==> src/shared/alj_pkg.sv <==
package alj_pkg;

    // ------------------------------------------------------------
    // Operation codes
    // ------------------------------------------------------------
    typedef enum logic [3:0] {
        ALJ_OP_NONE,
        ALJ_OP_ADD_IMM_WORD,
        ALJ_OP_SUB_IMM_WORD,
        ALJ_OP_SUB_IMM_WITH_BORROW,
        ALJ_OP_AND_WITH_CONSTANT,
        ALJ_OP_OR_WITH_CONSTANT,
        ALJ_OP_ZERO_MINUS_CHECK,
        ALJ_OP_MASK_SET_BITS,
        ALJ_OP_MASK_CLEAR_BITS,
        ALJ_OP_MIXED_SIGN_MULTIPLY,
        ALJ_OP_FRACTIONAL_MIXED_MULTIPLY,
        ALJ_OP_POINTER_JUMP,
        ALJ_OP_EXTENDED_POINTER_JUMP
    } alj_op_e;

    // ------------------------------------------------------------
    // Status flag positions and widths
    // ------------------------------------------------------------
    localparam int FLAG_C  = 0;
    localparam int FLAG_Z  = 1;
    localparam int FLAG_N  = 2;
    localparam int FLAG_V  = 3;
    localparam int FLAG_S  = 4;
    localparam int FLAG_H  = 5;
    localparam int FLAG_W  = 6;
    localparam int PC_W    = 22;
    localparam int PC_LO_W = 16;
    localparam int PC_HI_W = 6;

    // ------------------------------------------------------------
    // Reset values and cycle costs
    // ------------------------------------------------------------
    localparam logic [5:0]  FLAGS_RST    = 6'h00;
    localparam logic [15:0] RESULT_RST   = 16'h0000;
    localparam logic [21:0] PC_RST       = 22'h000000;
    localparam logic [1:0]  CYC_ONE      = 2'h1;
    localparam logic [1:0]  CYC_TWO      = 2'h2;

endpackage : alj_pkg

==> src/alj_exec.sv <==
`timescale 1ns/1ps
// Contract
// - Add-immediate-to-word adds a constant to a 16-bit pair, sets Z C N V S, keeps H, takes 2 cycles.
// - Subtract-immediate-from-word subtracts a constant from a pair, sets Z C N V S, keeps H, takes 2 cycles.
// - Subtract-immediate-with-borrow computes d minus K minus C, sets all six flags, takes 1 cycle.
// - AND with constant stores d AND K, sets Z N V S only, takes 1 cycle.
// - OR with constant stores d OR K, sets Z N V S only, takes 1 cycle.
// - Zero-minus check ANDs a register with itself and sets Z N V S in 1 cycle.
// - Mask-set-bits ORs a mask into the register, sets Z N V S, takes 1 cycle.
// - Mask-clear-bits ANDs with the complement of a mask, sets Z N V S, takes 1 cycle.
// - Mixed multiply forms signed by unsigned product into R1:R0, sets Z C only, takes 2 cycles.
// - Fractional mixed multiply shifts that product left one bit into R1:R0, sets Z C, 2 cycles.
// - Pointer jump loads PC 15:0 from the pointer pair and zeroes PC 21:16, no flags, 2 cycles.
// - Extended pointer jump loads PC 21:16 from the upper jump address, no flags, 2 cycles.

module alj_exec (
    // Clock and reset
    input  wire logic                clk,
    input  wire logic                rstn,
    // Issue
    input  wire logic                start,
    input  wire alj_pkg::alj_op_e    op,
    input  wire logic [15:0]         opd_a,
    input  wire logic [7:0]          opd_b,
    input  wire logic [15:0]         pointer_pair,
    input  wire logic [5:0]          upper_jump_address_reg,
    input  wire logic [5:0]          flags_in,
    // Results
    output logic                     busy,
    output logic                     done,
    output logic [15:0]              result,
    output logic                     result_wide,
    output logic                     result_to_r1r0,
    output logic                     result_write,
    output logic [5:0]               flags_out,
    output logic [21:0]              pc_out,
    output logic                     pc_load
);

    // ------------------------------------------------------------
    // Helpers
    // ------------------------------------------------------------
    function automatic logic [5:0] logic_flags(input logic [7:0] r,
                                               input logic [5:0] f);
        logic [5:0] o;
        o = f;
        o[alj_pkg::FLAG_Z] = (r == 8'h00);
        o[alj_pkg::FLAG_N] = r[7];
        o[alj_pkg::FLAG_V] = 1'b0;
        o[alj_pkg::FLAG_S] = r[7];
        return o;
    endfunction : logic_flags

    function automatic logic [15:0] mixed_mul(input logic [7:0] a,
                                              input logic [7:0] b);
        logic signed [16:0] p;
        p = $signed({{9{a[7]}}, a}) * $signed({9'h000, b});
        return p[15:0];
    endfunction : mixed_mul

    // ------------------------------------------------------------
    // State
    // ------------------------------------------------------------
    logic [1:0]  cnt_reg, cnt_next;
    logic        busy_reg, busy_next;
    logic        done_reg, done_next;
    logic [15:0] res_reg, res_next;
    logic        wide_reg, wide_next;
    logic        r1r0_reg, r1r0_next;
    logic        wr_reg, wr_next;
    logic [5:0]  flg_reg, flg_next;
    logic [21:0] pc_reg, pc_next;
    logic        pcl_reg, pcl_next;
    // Remembers whether the staged op loads the PC and writes back
    logic        pcl_stage, wr_stage;

    // Computed combinationally from the issue inputs; the registered copies are held until completion
    logic [15:0] c_res;
    logic [5:0]  c_flg;
    logic [21:0] c_pc;
    logic        c_wide, c_r1r0, c_wr, c_pcl;
    logic [1:0]  c_cyc;
    logic [16:0] wsum;
    logic [8:0]  bsub;
    logic [4:0]  hsub;
    logic [15:0] prod;
    logic [7:0]  r8;

    always_comb begin
        c_res  = alj_pkg::RESULT_RST;
        c_flg  = flags_in;
        c_pc   = alj_pkg::PC_RST;
        c_wide = 1'b0;
        c_r1r0 = 1'b0;
        c_wr   = 1'b0;
        c_pcl  = 1'b0;
        c_cyc  = alj_pkg::CYC_ONE;
        wsum   = 17'h00000;
        bsub   = 9'h000;
        hsub   = 5'h00;
        prod   = 16'h0000;
        r8     = 8'h00;
        unique case (op)
            alj_pkg::ALJ_OP_ADD_IMM_WORD: begin
                wsum  = {1'b0, opd_a} + {9'h000, opd_b};
                c_res = wsum[15:0];
                c_flg[alj_pkg::FLAG_C] = wsum[16];
                c_flg[alj_pkg::FLAG_V] = ~opd_a[15] & wsum[15];
                c_wide = 1'b1;
                c_wr   = 1'b1;
                c_cyc  = alj_pkg::CYC_TWO;
            end
            alj_pkg::ALJ_OP_SUB_IMM_WORD: begin
                wsum  = {1'b0, opd_a} - {9'h000, opd_b};
                c_res = wsum[15:0];
                c_flg[alj_pkg::FLAG_C] = wsum[16];
                c_flg[alj_pkg::FLAG_V] = opd_a[15] & ~wsum[15];
                c_wide = 1'b1;
                c_wr   = 1'b1;
                c_cyc  = alj_pkg::CYC_TWO;
            end
            alj_pkg::ALJ_OP_SUB_IMM_WITH_BORROW: begin
                bsub = {1'b0, opd_a[7:0]} - {1'b0, opd_b}
                     - {8'h00, flags_in[alj_pkg::FLAG_C]};
                hsub = {1'b0, opd_a[3:0]} - {1'b0, opd_b[3:0]}
                     - {4'h0, flags_in[alj_pkg::FLAG_C]};
                c_res = {8'h00, bsub[7:0]};
                c_flg[alj_pkg::FLAG_C] = bsub[8];
                c_flg[alj_pkg::FLAG_H] = hsub[4];
                c_flg[alj_pkg::FLAG_V] = (opd_a[7] & ~opd_b[7] & ~bsub[7])
                                       | (~opd_a[7] & opd_b[7] & bsub[7]);
                c_wr = 1'b1;
            end
            alj_pkg::ALJ_OP_AND_WITH_CONSTANT,
            alj_pkg::ALJ_OP_MASK_CLEAR_BITS: begin
                r8 = (op == alj_pkg::ALJ_OP_AND_WITH_CONSTANT)
                   ? (opd_a[7:0] & opd_b)
                   : (opd_a[7:0] & ~opd_b);
                c_res = {8'h00, r8};
                c_flg = logic_flags(r8, flags_in);
                c_wr  = 1'b1;
            end
            alj_pkg::ALJ_OP_OR_WITH_CONSTANT,
            alj_pkg::ALJ_OP_MASK_SET_BITS: begin
                r8    = opd_a[7:0] | opd_b;
                c_res = {8'h00, r8};
                c_flg = logic_flags(r8, flags_in);
                c_wr  = 1'b1;
            end
            alj_pkg::ALJ_OP_ZERO_MINUS_CHECK: begin
                r8    = opd_a[7:0] & opd_a[7:0];
                c_res = {8'h00, r8};
                c_flg = logic_flags(r8, flags_in);
                c_wr  = 1'b1;
            end
            alj_pkg::ALJ_OP_MIXED_SIGN_MULTIPLY,
            alj_pkg::ALJ_OP_FRACTIONAL_MIXED_MULTIPLY: begin
                prod = mixed_mul(opd_a[7:0], opd_b);
                c_flg[alj_pkg::FLAG_C] = prod[15];
                if (op == alj_pkg::ALJ_OP_FRACTIONAL_MIXED_MULTIPLY) begin
                    c_res = {prod[14:0], 1'b0};
                end else begin
                    c_res = prod;
                end
                c_flg[alj_pkg::FLAG_Z] = (c_res == 16'h0000);
                c_wide = 1'b1;
                c_r1r0 = 1'b1;
                c_wr   = 1'b1;
                c_cyc  = alj_pkg::CYC_TWO;
            end
            alj_pkg::ALJ_OP_POINTER_JUMP: begin
                c_pc  = {6'h00, pointer_pair};
                c_pcl = 1'b1;
                c_cyc = alj_pkg::CYC_TWO;
            end
            alj_pkg::ALJ_OP_EXTENDED_POINTER_JUMP: begin
                c_pc  = {upper_jump_address_reg, pointer_pair};
                c_pcl = 1'b1;
                c_cyc = alj_pkg::CYC_TWO;
            end
            default: begin
                c_cyc = alj_pkg::CYC_ONE;
            end
        endcase
        // Word add and subtract results take N and Z from all 16 bits
        if (c_wide && !c_r1r0) begin
            c_flg[alj_pkg::FLAG_Z] = (c_res == 16'h0000);
            c_flg[alj_pkg::FLAG_N] = c_res[15];
            c_flg[alj_pkg::FLAG_S] = c_res[15] ^ c_flg[alj_pkg::FLAG_V];
        end else if (!c_wide && c_wr
                     && op == alj_pkg::ALJ_OP_SUB_IMM_WITH_BORROW) begin
            c_flg[alj_pkg::FLAG_Z] = (bsub[7:0] == 8'h00);
            c_flg[alj_pkg::FLAG_N] = bsub[7];
            c_flg[alj_pkg::FLAG_S] = bsub[7] ^ c_flg[alj_pkg::FLAG_V];
        end
    end

    // ------------------------------------------------------------
    // Sequencing
    // ------------------------------------------------------------
    // Result, flags and PC are registered at issue; for two-cycle ops only the
    // done, write and PC-load strobes wait for the final cycle.
    always_comb begin
        cnt_next  = cnt_reg;
        busy_next = busy_reg;
        done_next = 1'b0;
        res_next  = res_reg;
        wide_next = wide_reg;
        r1r0_next = r1r0_reg;
        wr_next   = 1'b0;
        flg_next  = flg_reg;
        pc_next   = pc_reg;
        pcl_next  = 1'b0;
        if (busy_reg) begin
            cnt_next = cnt_reg - 2'h1;
            if (cnt_reg == alj_pkg::CYC_ONE) begin
                busy_next = 1'b0;
                done_next = 1'b1;
                wr_next   = wr_stage;
                pcl_next  = pcl_stage;
            end
        end else if (start && op != alj_pkg::ALJ_OP_NONE) begin
            res_next  = c_res;
            wide_next = c_wide;
            r1r0_next = c_r1r0;
            flg_next  = c_flg;
            pc_next   = c_pc;
            if (c_cyc == alj_pkg::CYC_ONE) begin
                done_next = 1'b1;
                wr_next   = c_wr;
            end else begin
                busy_next = 1'b1;
                cnt_next  = alj_pkg::CYC_ONE;
            end
        end
    end

    always_ff @(posedge clk or negedge rstn) begin
        if (!rstn) begin
            pcl_stage <= 1'b0;
            wr_stage  <= 1'b0;
        end else if (!busy_reg && start) begin
            pcl_stage <= c_pcl;
            wr_stage  <= c_wr;
        end
    end

    always_ff @(posedge clk or negedge rstn) begin
        if (!rstn) begin
            cnt_reg  <= 2'h0;
            busy_reg <= 1'b0;
            done_reg <= 1'b0;
            res_reg  <= alj_pkg::RESULT_RST;
            wide_reg <= 1'b0;
            r1r0_reg <= 1'b0;
            wr_reg   <= 1'b0;
            flg_reg  <= alj_pkg::FLAGS_RST;
            pc_reg   <= alj_pkg::PC_RST;
            pcl_reg  <= 1'b0;
        end else begin
            cnt_reg  <= cnt_next;
            busy_reg <= busy_next;
            done_reg <= done_next;
            res_reg  <= res_next;
            wide_reg <= wide_next;
            r1r0_reg <= r1r0_next;
            wr_reg   <= wr_next;
            flg_reg  <= flg_next;
            pc_reg   <= pc_next;
            pcl_reg  <= pcl_next;
        end
    end

    // ------------------------------------------------------------
    // Outputs
    // ------------------------------------------------------------
    assign busy           = busy_reg;
    assign done           = done_reg;
    assign result         = res_reg;
    assign result_wide    = wide_reg;
    assign result_to_r1r0 = r1r0_reg;
    assign result_write   = wr_reg;
    assign flags_out      = flg_reg;
    assign pc_out         = pc_reg;
    assign pc_load        = pcl_reg;

endmodule : alj_exec

==> config.mk <==
export PLATFORM = sky130hd
export DESIGN_NAME = alj_exec
export DESIGN_NICKNAME = d
export VERILOG_FILES = /design/src/shared/alj_pkg.sv /design/src/alj_exec.sv
export SDC_FILE = /design/constraint.sdc
export NUM_CORES = 1
export LEC_CHECK = 0
export BUFFER_PORTS_ARGS = -buffer_cell sky130_fd_sc_hd__buf_4
export CAP_MARGIN = 20
export CORE_MARGIN = 4
export CORE_UTILIZATION = 30
export DETAILED_ROUTE_END_ITERATION = 8
export PLACE_DENSITY_LB_ADDON = 0.3
export RECOVER_POWER = 25
export SYNTH_ARGS = -nofsm -noshare
export SYNTH_HDL_FRONTEND = slang
export SYNTH_SLANG_ARGS = --single-unit
export TNS_END_PERCENT = 5
==> constraint.sdc <==
create_clock -name clk -period 2.5 [get_ports clk]
set_input_delay 0 -clock clk [delete_from_list [all_inputs] [get_ports clk]]
set_output_delay 0 -clock clk [all_outputs]
set_load 0.05 [all_outputs]
# Word level (Yosys, flattened, before mapping)
# Index checks and enable logic that the tools add are counted.
[totals]
ff_bits = 54
latchBits = 0
ramBits = 0
rom_bits = 0
input_bits = 59
elab_cells = 119
memories = 0
[op_classes]
addsub = 7
n_mul = 1
div_mod_pow = 0
n_lt_le_gt_ge = 0
n_eq_ne = 15
shift = 0
mux = 38
bitwise_logic = 20
reduce_logical = 26
[ops]
columns = ["cell", "n"]
rows = [
  ["16-bit case mux with 7 select lines", 1],
  ["22-bit case mux with 2 select lines", 1],
  ["16-bit zero test", 2],
  ["8-bit zero test", 4],
  ["16-bit 2-to-1 mux", 2],
  ["8-bit AND", 3],
  ["1-bit 2-to-1 mux", 21],
  ["4-bit == test, second input constant", 5],
  ["16-bit by 8-bit adder with 17-bit output", 1],
  ["16-bit by 8-bit subtractor with 17-bit output", 1],
  ["4-bit by 3-bit == test with 1-bit output, second input constant", 4],
  ["8-bit by 9-bit multiplier with 16-bit output", 1],
  ["8-bit 2-to-1 mux", 2],
  ["2-bit 2-to-1 mux", 6],
  ["1-bit case mux with 4 select lines", 3],
  ["10-bit OR reduction", 1],
  ["8-bit by 8-bit subtractor with 9-bit output", 1],
  ["9-bit by 1-bit subtractor with 9-bit output", 1],
  ["4-bit by 2-bit == test with 1-bit output, second input constant", 2],
  ["8-bit inverter", 1],
  ["8-bit OR", 1],
  ["2-bit OR reduction", 4],
  ["1-bit AND", 6],
  ["1-bit inverter", 6],
  ["other kinds (17)", 27],
]

# Depth between registers and ports, before layout
# Gate-level depths: netlist (run 1).
[logic_depth]
depth_word = 9
depth_mapped = 22

# Least setup slack after synthesis (run 1)
# OpenSTA, ideal clock, no wires.
[synth_path]
path_type = "input port to flip-flop"
from = "input port opd_a[7]"
to = "register flg_reg[1], in the netlist flags_out[1]"
setup_ns = 0.066
arrival_time_ns = 4.740
required_ns = 2.434
slack_ns = -2.305
path_stages = 19
cell_sequence = "clkbuf_1 -> inv_1 -> nor2_1 -> fa_1 -> fa_1 -> fa_1 -> inv_1 -> fa_1 -> inv_1 -> ha_1 -> nand2_1 -> o21ai_0 -> nand2_1 -> xnor2_1 -> a221oi_1 -> o211ai_1 -> or4_1 -> nor4_1 -> a31o_1"
[synth_via]
elab_chain_cells = 7
word_cells_on_any_way = 23
[synth_lines]
columns = ["element", "line_no", "source"]
rows = [
  ["start, declared", "alj_exec.sv:23", "input wire logic [15:0] opd_a,"],
  ["8-bit by 9-bit multiplier with 16-bit output", "alj_exec.sv:57", "p = $signed({{9{a[7]}}, a}) * $signed({9'h000, b});"],
  ["16-bit 2-to-1 mux", "alj_exec.sv:160", "if (op == alj_pkg::ALJ_OP_FRACTIONAL_MIXED_MULTIPLY) begin"],
  ["16-bit 2-to-1 mux", "alj_exec.sv:103", "unique case (op)"],
  ["16-bit zero test", "alj_exec.sv:165", "c_flg[alj_pkg::FLAG_Z] = (c_res == 16'h0000);"],
  ["1-bit case mux with 4 select lines", "alj_exec.sv:103", ""],
  ["2-bit 2-to-1 mux", "alj_exec.sv:190", "end else if (!c_wide && c_wr"],
  ["2-bit 2-to-1 mux *", "alj_exec.sv:186", "if (c_wide && !c_r1r0) begin"],
  ["end signal, assigned", "alj_exec.sv:257", "flg_reg <= alj_pkg::FLAGS_RST;"],
  ["end signal, assigned", "alj_exec.sv:268", "flg_reg <= flg_next;"],
  ["end, declared", "alj_exec.sv:71", "logic [5:0] flg_reg, flg_next;"],
]
# Mark *: on every way between the ends. The rest lies on a longest branch, timed or not. The select of a mux whose other input is x is not followed.
# A chain may end at the register's enable or synchronous reset.

# Worst setup path in the final report (run 1)
[layout_path]
from = "input port opd_a[3]"
to = "register flg_reg[1], in the netlist flags_out[1]"
# The elaborated chain is that of the path after synthesis.

==> reports/qor.yml, run 1 <==
clock_tree:
  cts-htree-levels: 2
  cts_tree: "yes"
  cts_made_buffers: 5
  cts.clk_slew.worst_paths_ns: 0.06
  clock_sinks: 54
  root_buffer: "clkbuf_16"
  clock_latency_ns: 0.29
  cts_buffer_depth: 2
timing:
  hold_viol_final: 0
  finalCriticalPeriod_ns: 4.340
  period_share_pct: 173.6
  slew_viol_final: 0
  setup_ws_ns: -1.840
  fmax_ghz: 0.2304
  finalSetupTns_ns: -19.79
  worst_slew_pin_slew_ns: 1.288
  finClkSkew_ns: 0.005519
  maxSlewHeadroom_pct: 14.15
  rsz0062_at_grt: "true"
  setup_viol: 17
grt:
  grt_max_degree: 55
  grt_antenna_before_repair: 0
  first_global_vias: 8036
  overflow: 0
  grt_pass1_wl_microns: 42950
  grt_usage_pct: 20.01
power:
  power_density_mw_per_mm2: 716.1
  ir_worst_vdd_mv: 0.4579
  leakage_nw: 5.236
final_layout:
  fin_util_pct: 44.98
  layout-drive-gt1-share_pct: 36.20
  largest_reg_flops: 22
  syn_to_final_growth_pct: 47.96
  diodes: 0
  n_fill_cell: 2417
  nets: 1413
  finish.instance_area_sq_mm: 0.01087
setup_path:
  worstPathMaxFanout: 5
  r2r_setup_slack_ns: 0.42
  worstSetupStartpointType: "primary input"
  crit_required_ns: 2.73
  worstPathArrival_ns: 4.57
  crit_path_end_kind: "flop"
  worstSetupPathType: "primary input to flop"
routing:
  wirelength_microns: 27470
  drc: 0
  vias_per_cell: 5.070
  drtIter0Drc: 583
  routedWlPerCell_microns: 17.65
  firstDrtPassIters: 6
  ant_nets: 0
  route.vias.total: 7889
floorplan:
  initial_utilization_pct: 30.40
  die_w_microns: 164.5
  rows: 57
  ios: 109
  die_h_microns: 164.5
  dieArea_sq_mm: 0.02707
  core_sq_mm: 0.02418
place:
  dp_hpwl_microns: 22220
  portBuffers: 108
  dpl_cell_area_sq_mm: 0.01017
  gp_congestion: 0.9531
  dp_slack_ns: -2.309
run_status:
  outcome: "finished, violations left"
  violations: "negative setup slack"
logic_synthesis:
  syn_inst: 912
  ys_types: 76
  synth.cell_area_sq_mm: 0.007350
  yosys-top-cells-area: "dfrtp_1, ha_1, fa_1"
  netlist.area_leader.share_pct: 18.39
  postSynthNetCount: 1093
  synth-seq-area-share_pct: 18.39
  ys.flop_type: "dfrtp_1"
  syn_avg_cell_area_sq_um: 8.059
  synth_edf_count: 0
  yosys_register_bits: 54
  synth_top_area_cell: "dfrtp_1"
  synthArstFlopShare_pct: 100.0
  synth_warnings: 0
hold_path:
  hold_class: "primary input to flop"
flow_run:
  cap_violations: 0
[metrics by stage]
stage	power, mW	hold WS [ns]	instances
after floorplan	4.594	-0.2956	912
after global routing	8.369	0.03045	1556
after detailed placement	6.664	0.08545	1519
after CTS	7.622	0.02343	1552
final	7.787	0.03276	1556
after global placement	6.607	0.09048	1519
[cell families after synthesis]
group                      share of synthesized area [%]
AOI/OAI and AO/OA                                  20.07
xor gates and xnor gates                           5.005
adders and majority gates                          24.96
buffers and inverters                              8.120
DFF                                                18.39
muxes                                              2.894
and+or+nand+nor                                    20.57
[layout by cell type (no fill, tap or decap), types with 12 or more instances in the layout]
| master | count |
|---|---|
| nand3_1 | 23 |
| nand2_1 | 101 |
| nor2_1 | 82 |
| dlygate4sd3_1 | 23 |
| nand2b_1 | 12 |
| ha_1 | 72 |
| a22o_1 | 20 |
| dfrtp_1 | 54 |
| mux2i_1 | 19 |
| nor2b_1 | 14 |
| o21ai_0 | 34 |
| inv_1 | 73 |
| buf_4 | 324 |
| nor2_2 | 13 |
| a21oi_1 | 36 |
| nor3_1 | 16 |
| xnor2_1 | 27 |
| fa_1 | 38 |
[report_power, final]
group / leakage (nW) / internal [mW] / switching (mW)
clock: 0.0701 / 0.368 / 0.303
combinational: 4.46 / 2.48 / 3.33
sequential: 0.707 / 1.14 / 0.163
[repair_timing]
item,4_1_cts,5_1_grt
pin swaps,21,23
gates resized for setup,44,37
hold buffers,23,0
endpoints found under the setup margin,18,18
buffers inserted,3,4
endpoints found under the hold margin,76,0
[layout make-up]
type	instances	area, sq um	share of cell area, %
flip-flops and latches	54	1351	12.43
well taps	324	405.4	3.728
inverters	94	392.9	3.613
multi-input cells	717	5817	53.49
clock inverters	2	13.76	0.1266
clock buffers	5	125.1	1.151
repair buffers	360	2769	25.46
[worst max-delay path, cell delays in order]
cell      delay [ns]
buf_4           0.13
inv_4           0.06
buf_4           0.13
nor2_1          0.11
ha_1            0.16
inv_1           0.06
fa_1            0.53
inv_1           0.04
ha_1            0.27
inv_1           0.05
fa_1            0.49
inv_2           0.05
ha_4            0.16
fa_2            0.39
a211oi_2        0.30
o21ai_1         0.13
a21oi_2         0.18
xnor2_2         0.13
a22oi_2         0.18
o211ai_1        0.15
or4_1           0.51
nor4_2          0.22
a31o_1          0.16
[synth_stat cells, types with 3 or more instances]
| library cell | number |
|---|---|
| nand3_1 | 23 |
| and3_1 | 6 |
| or2_2 | 3 |
| buf_4 | 5 |
| a221oi_1 | 8 |
| nand2b_1 | 12 |
| buf_2 | 9 |
| fa_1 | 41 |
| and3b_1 | 3 |
| a22o_1 | 20 |
| a21oi_1 | 43 |
| inv_1 | 91 |
| a211oi_2 | 3 |
| nor2_1 | 96 |
| o211ai_1 | 9 |
| ha_1 | 81 |
| nor3_1 | 18 |
| a221o_1 | 3 |
| xnor2_1 | 32 |
| nand3b_1 | 5 |
| o311a_1 | 3 |
| nand4_1 | 4 |
| o22ai_1 | 9 |
| nor4_1 | 12 |
| o21ai_1 | 4 |
| o31ai_1 | 5 |
| a32o_1 | 5 |
| mux2i_1 | 19 |
| dfrtp_1 | 54 |
| nand2_1 | 106 |
| a22oi_1 | 4 |
| xor2_1 | 10 |
| clkinv_1 | 3 |
| o221ai_1 | 5 |
| a211oi_1 | 6 |
| clkbuf_1 | 27 |
| o21ai_0 | 46 |
| nor2b_1 | 14 |
| o21a_1 | 3 |
| buf_6 | 5 |
| or3_1 | 6 |
| a21o_1 | 7 |
| o21bai_1 | 3 |
[path summary, 6_finish.rpt]
check,start,end,cells past startpoint
worst max-delay path,opd_a[3],flags_out[1],23
worst min-delay path,flags_in[0],flags_out[0],3
worst max register to register,busy,flags_out[1],9
worst min register to register,pc_out[17],pc_out[17],2
max in group asynchronous,rstn,flags_out[1],2
min in group asynchronous,rstn,pc_out[15],2
[routing by layer]
layer	GRT usage, %	part of all wire [%]	up-vias
met5	0	0	-
met3	2.720	5.9	43
met2	35.07	49	247
met1	25.85	43	3793
li1	-	-	3806
met4	5.444	2.5	0
(Power assumes the default switching activity.)
==> inputs of run 2 (changes only) <==
clock period = 5.35 ns   (was 2.5 ns; I/O delays follow)
==> reports/qor.yml, run 2 (synthesized netlist as in run 1, its figures left out) <==
routing:
  route.vias.total: 7124  # -9.7%
  drc: 0  # unchanged
  firstDrtPassIters: 5  # -1
  routedWlPerCell_microns: 18.55  # +5.1%
  vias_per_cell: 5.277  # +4.1%
  wirelength_microns: 25040  # -8.8%
  drtIter0Drc: 578  # -0.86%
  ant_nets: 0  # unchanged
floorplan:
  ios: 109  # unchanged
  die_h_microns: 164.5  # unchanged
  core_sq_mm: 0.02418  # unchanged
  dieArea_sq_mm: 0.02707  # unchanged
  rows: 57  # unchanged
  die_w_microns: 164.5  # unchanged
  initial_utilization_pct: 30.40  # unchanged
grt:
  grt_antenna_before_repair: 0  # unchanged
  grt_max_degree: 55  # unchanged
  overflow: 0  # unchanged
  first_global_vias: 7185  # -11%
  grt_pass1_wl_microns: 39760  # -7.4%
  grt_usage_pct: 18.38  # -1.6 points
clock_tree:
  root_buffer: "clkbuf_16"
  cts_made_buffers: 5  # unchanged
  cts_buffer_depth: 2  # unchanged
  clock_sinks: 54  # unchanged
  cts-htree-levels: 2  # unchanged
  clock_latency_ns: 0.29  # about the same
  cts.clk_slew.worst_paths_ns: 0.07  # about the same
  cts_resized: 0  # -100%
  cts_tree: "yes"
final_layout:
  multi_input_area_sq_mm: 0.005416  # -6.9%
  layout_common_cells: "nand2_1, buf_4, nor2_1"
  layout-drive-gt1-share_pct: 12.77  # -23 points
  diodes: 0  # unchanged
  fin_cells: 1350  # -13%
  syn_to_final_growth_pct: 19.75
  final_common_cell: "nand2_1"
  register_area_sq_mm: 0.001351  # unchanged
  nets: 1206  # -15%
  largest_reg_flops: 22  # unchanged
  n_fill_cell: 2527  # +4.6%
run_status:
  outcome: "finished, violations left"
  violations: "max-capacitance violations, max-slew violations"
timing:
  rsz0062_at_grt: "false"
  worst_slew_pin_slew_ns: 2.832  # +1.544 ns
  period_share_pct: 92.62
  setup_viol: 0  # -17
  maxSlewHeadroom_pct: -88.78  # -100 points
  fmax_ghz: 0.2018
  hold_viol_final: 0  # unchanged
  finClkSkew_ns: 0.005148  # -0.0003708 ns
  setup_ws_ns: 0.3948  # +2.234 ns
  slew_viol_final: 55  # +55
  finalSetupTns_ns: 0  # +19.79 ns
  finalCriticalPeriod_ns: 4.955
setup_path:
  path_cells: "buf_4, inv_1, fa_1, fa_1, inv_1, fa_1, inv_1, fa_1, inv_1, ha_1, o21ai_0, o21ai_1, a21oi_1, xnor2_1, a221oi_1, o211ai_1, or4_1, nor4_1, a31o_1"
  critical-path-max-stage-delay_ns: 0.59  # +0.06 ns
  cp_slowest_cell: "fa_1"
  crit_required_ns: 5.59  # +2.86 ns
  worstPathMaxFanout: 9  # +4
  crit_path_end_kind: "flop"
  worstPathArrival_ns: 5.19  # +0.62 ns
  worstSetupStartpointType: "primary input"
  crit_buf_inv: 5  # -2
  path_delay_family: "adder cells"
  worstSetupPathType: "primary input to flop"
flow_run:
  cap_violations: 1  # +1
place:
  gp_congestion: 0.9492  # -0.41%
  placedCellCount: 1317  # -13%
  dp_slack_ns: 0.1055  # +2.415 ns
  portBuffers: 108  # unchanged
  dp_hpwl_microns: 19720  # -11%
power:
  p_total_mw: 2.960  # -62%
  ir_worst_vdd_mv: 0.1881  # -59%
  leakage_nw: 4.101  # -22%
  power_density_mw_per_mm2: 336.3  # -53%
hold_path:
  hold_class: "primary input to flop"
-- run 2: cell types whose count changed in the layout (fill, tap and decap cells not counted), sizes merged --
cell | before | now
dlygate4sd3 | 23 | 24
clkinvlp | 2 | 0
inv | 90 | 91
buf | 328 | 101
clkbuf | 14 | 35
-- run 2: where the power goes --
part	internal [mW]	switching [mW]
clock network	0.200	0.145
logic	0.677	1.33
registers	0.532	0.0743
total	1.41	1.55
-- run 2: through the flow --
step                cell area, sq um  hold WS [ns]  utilization (%)
floorplan                       7350       -0.2956                -
global placement                8487       0.08832            35.10
detailed placement              8487       0.08955            35.10
CTS                             8889       0.04041            36.76
global route                    8801       0.05942            36.40
finish                          8801       0.04756            36.40
-- run 2: routing by layer --
metal	GRT usage [%]	part of all wire [%]
met1	25.19	45
met2	30.28	46
met3	2.146	6.4
met4	5.822	3.1
met5	0	0
-- run 2: worst paths after layout --
kind                                  from      endpoint  slack [ns]  depth (start not counted)
worst max-delay path              opd_a[7]  flags_out[1]        0.39                         19
worst min-delay path                 start          busy        0.05                          3
worst max register to register        busy  flags_out[1]        2.93                          9
worst min register to register  pc_out[21]    pc_out[21]        0.47                          2
max in group asynchronous             rstn  flags_out[1]        2.59                          2
min in group asynchronous             rstn          done        1.17                          2
-- run 2: layout make-up --
cell class	instances	area share, %
tap	324	4.606
inverter	94	4.009
clock buffer	7	1.734
sequential	54	15.35
multi-input combinational	717	61.54
clock inverter	1	0.09952
timing repair buffer	153	12.65
-- run 2: worst register-to-register path, cell delays in order (launching register included) --
cell	delay (ns)
dfrtp_1	0.48
nand2b_1	0.33
a21o_1	0.23
nor2_1	0.33
nand3_1	0.14
nor4_1	0.20
and4b_1	0.23
nand3_1	0.12
o21ai_0	0.19
a31o_1	0.12
-- run 2: repair_timing --
item | CTS | global route
setup buffers | 0 | 0
endpoints found under the hold margin | 77 | 0
hold buffers | 24 | 0
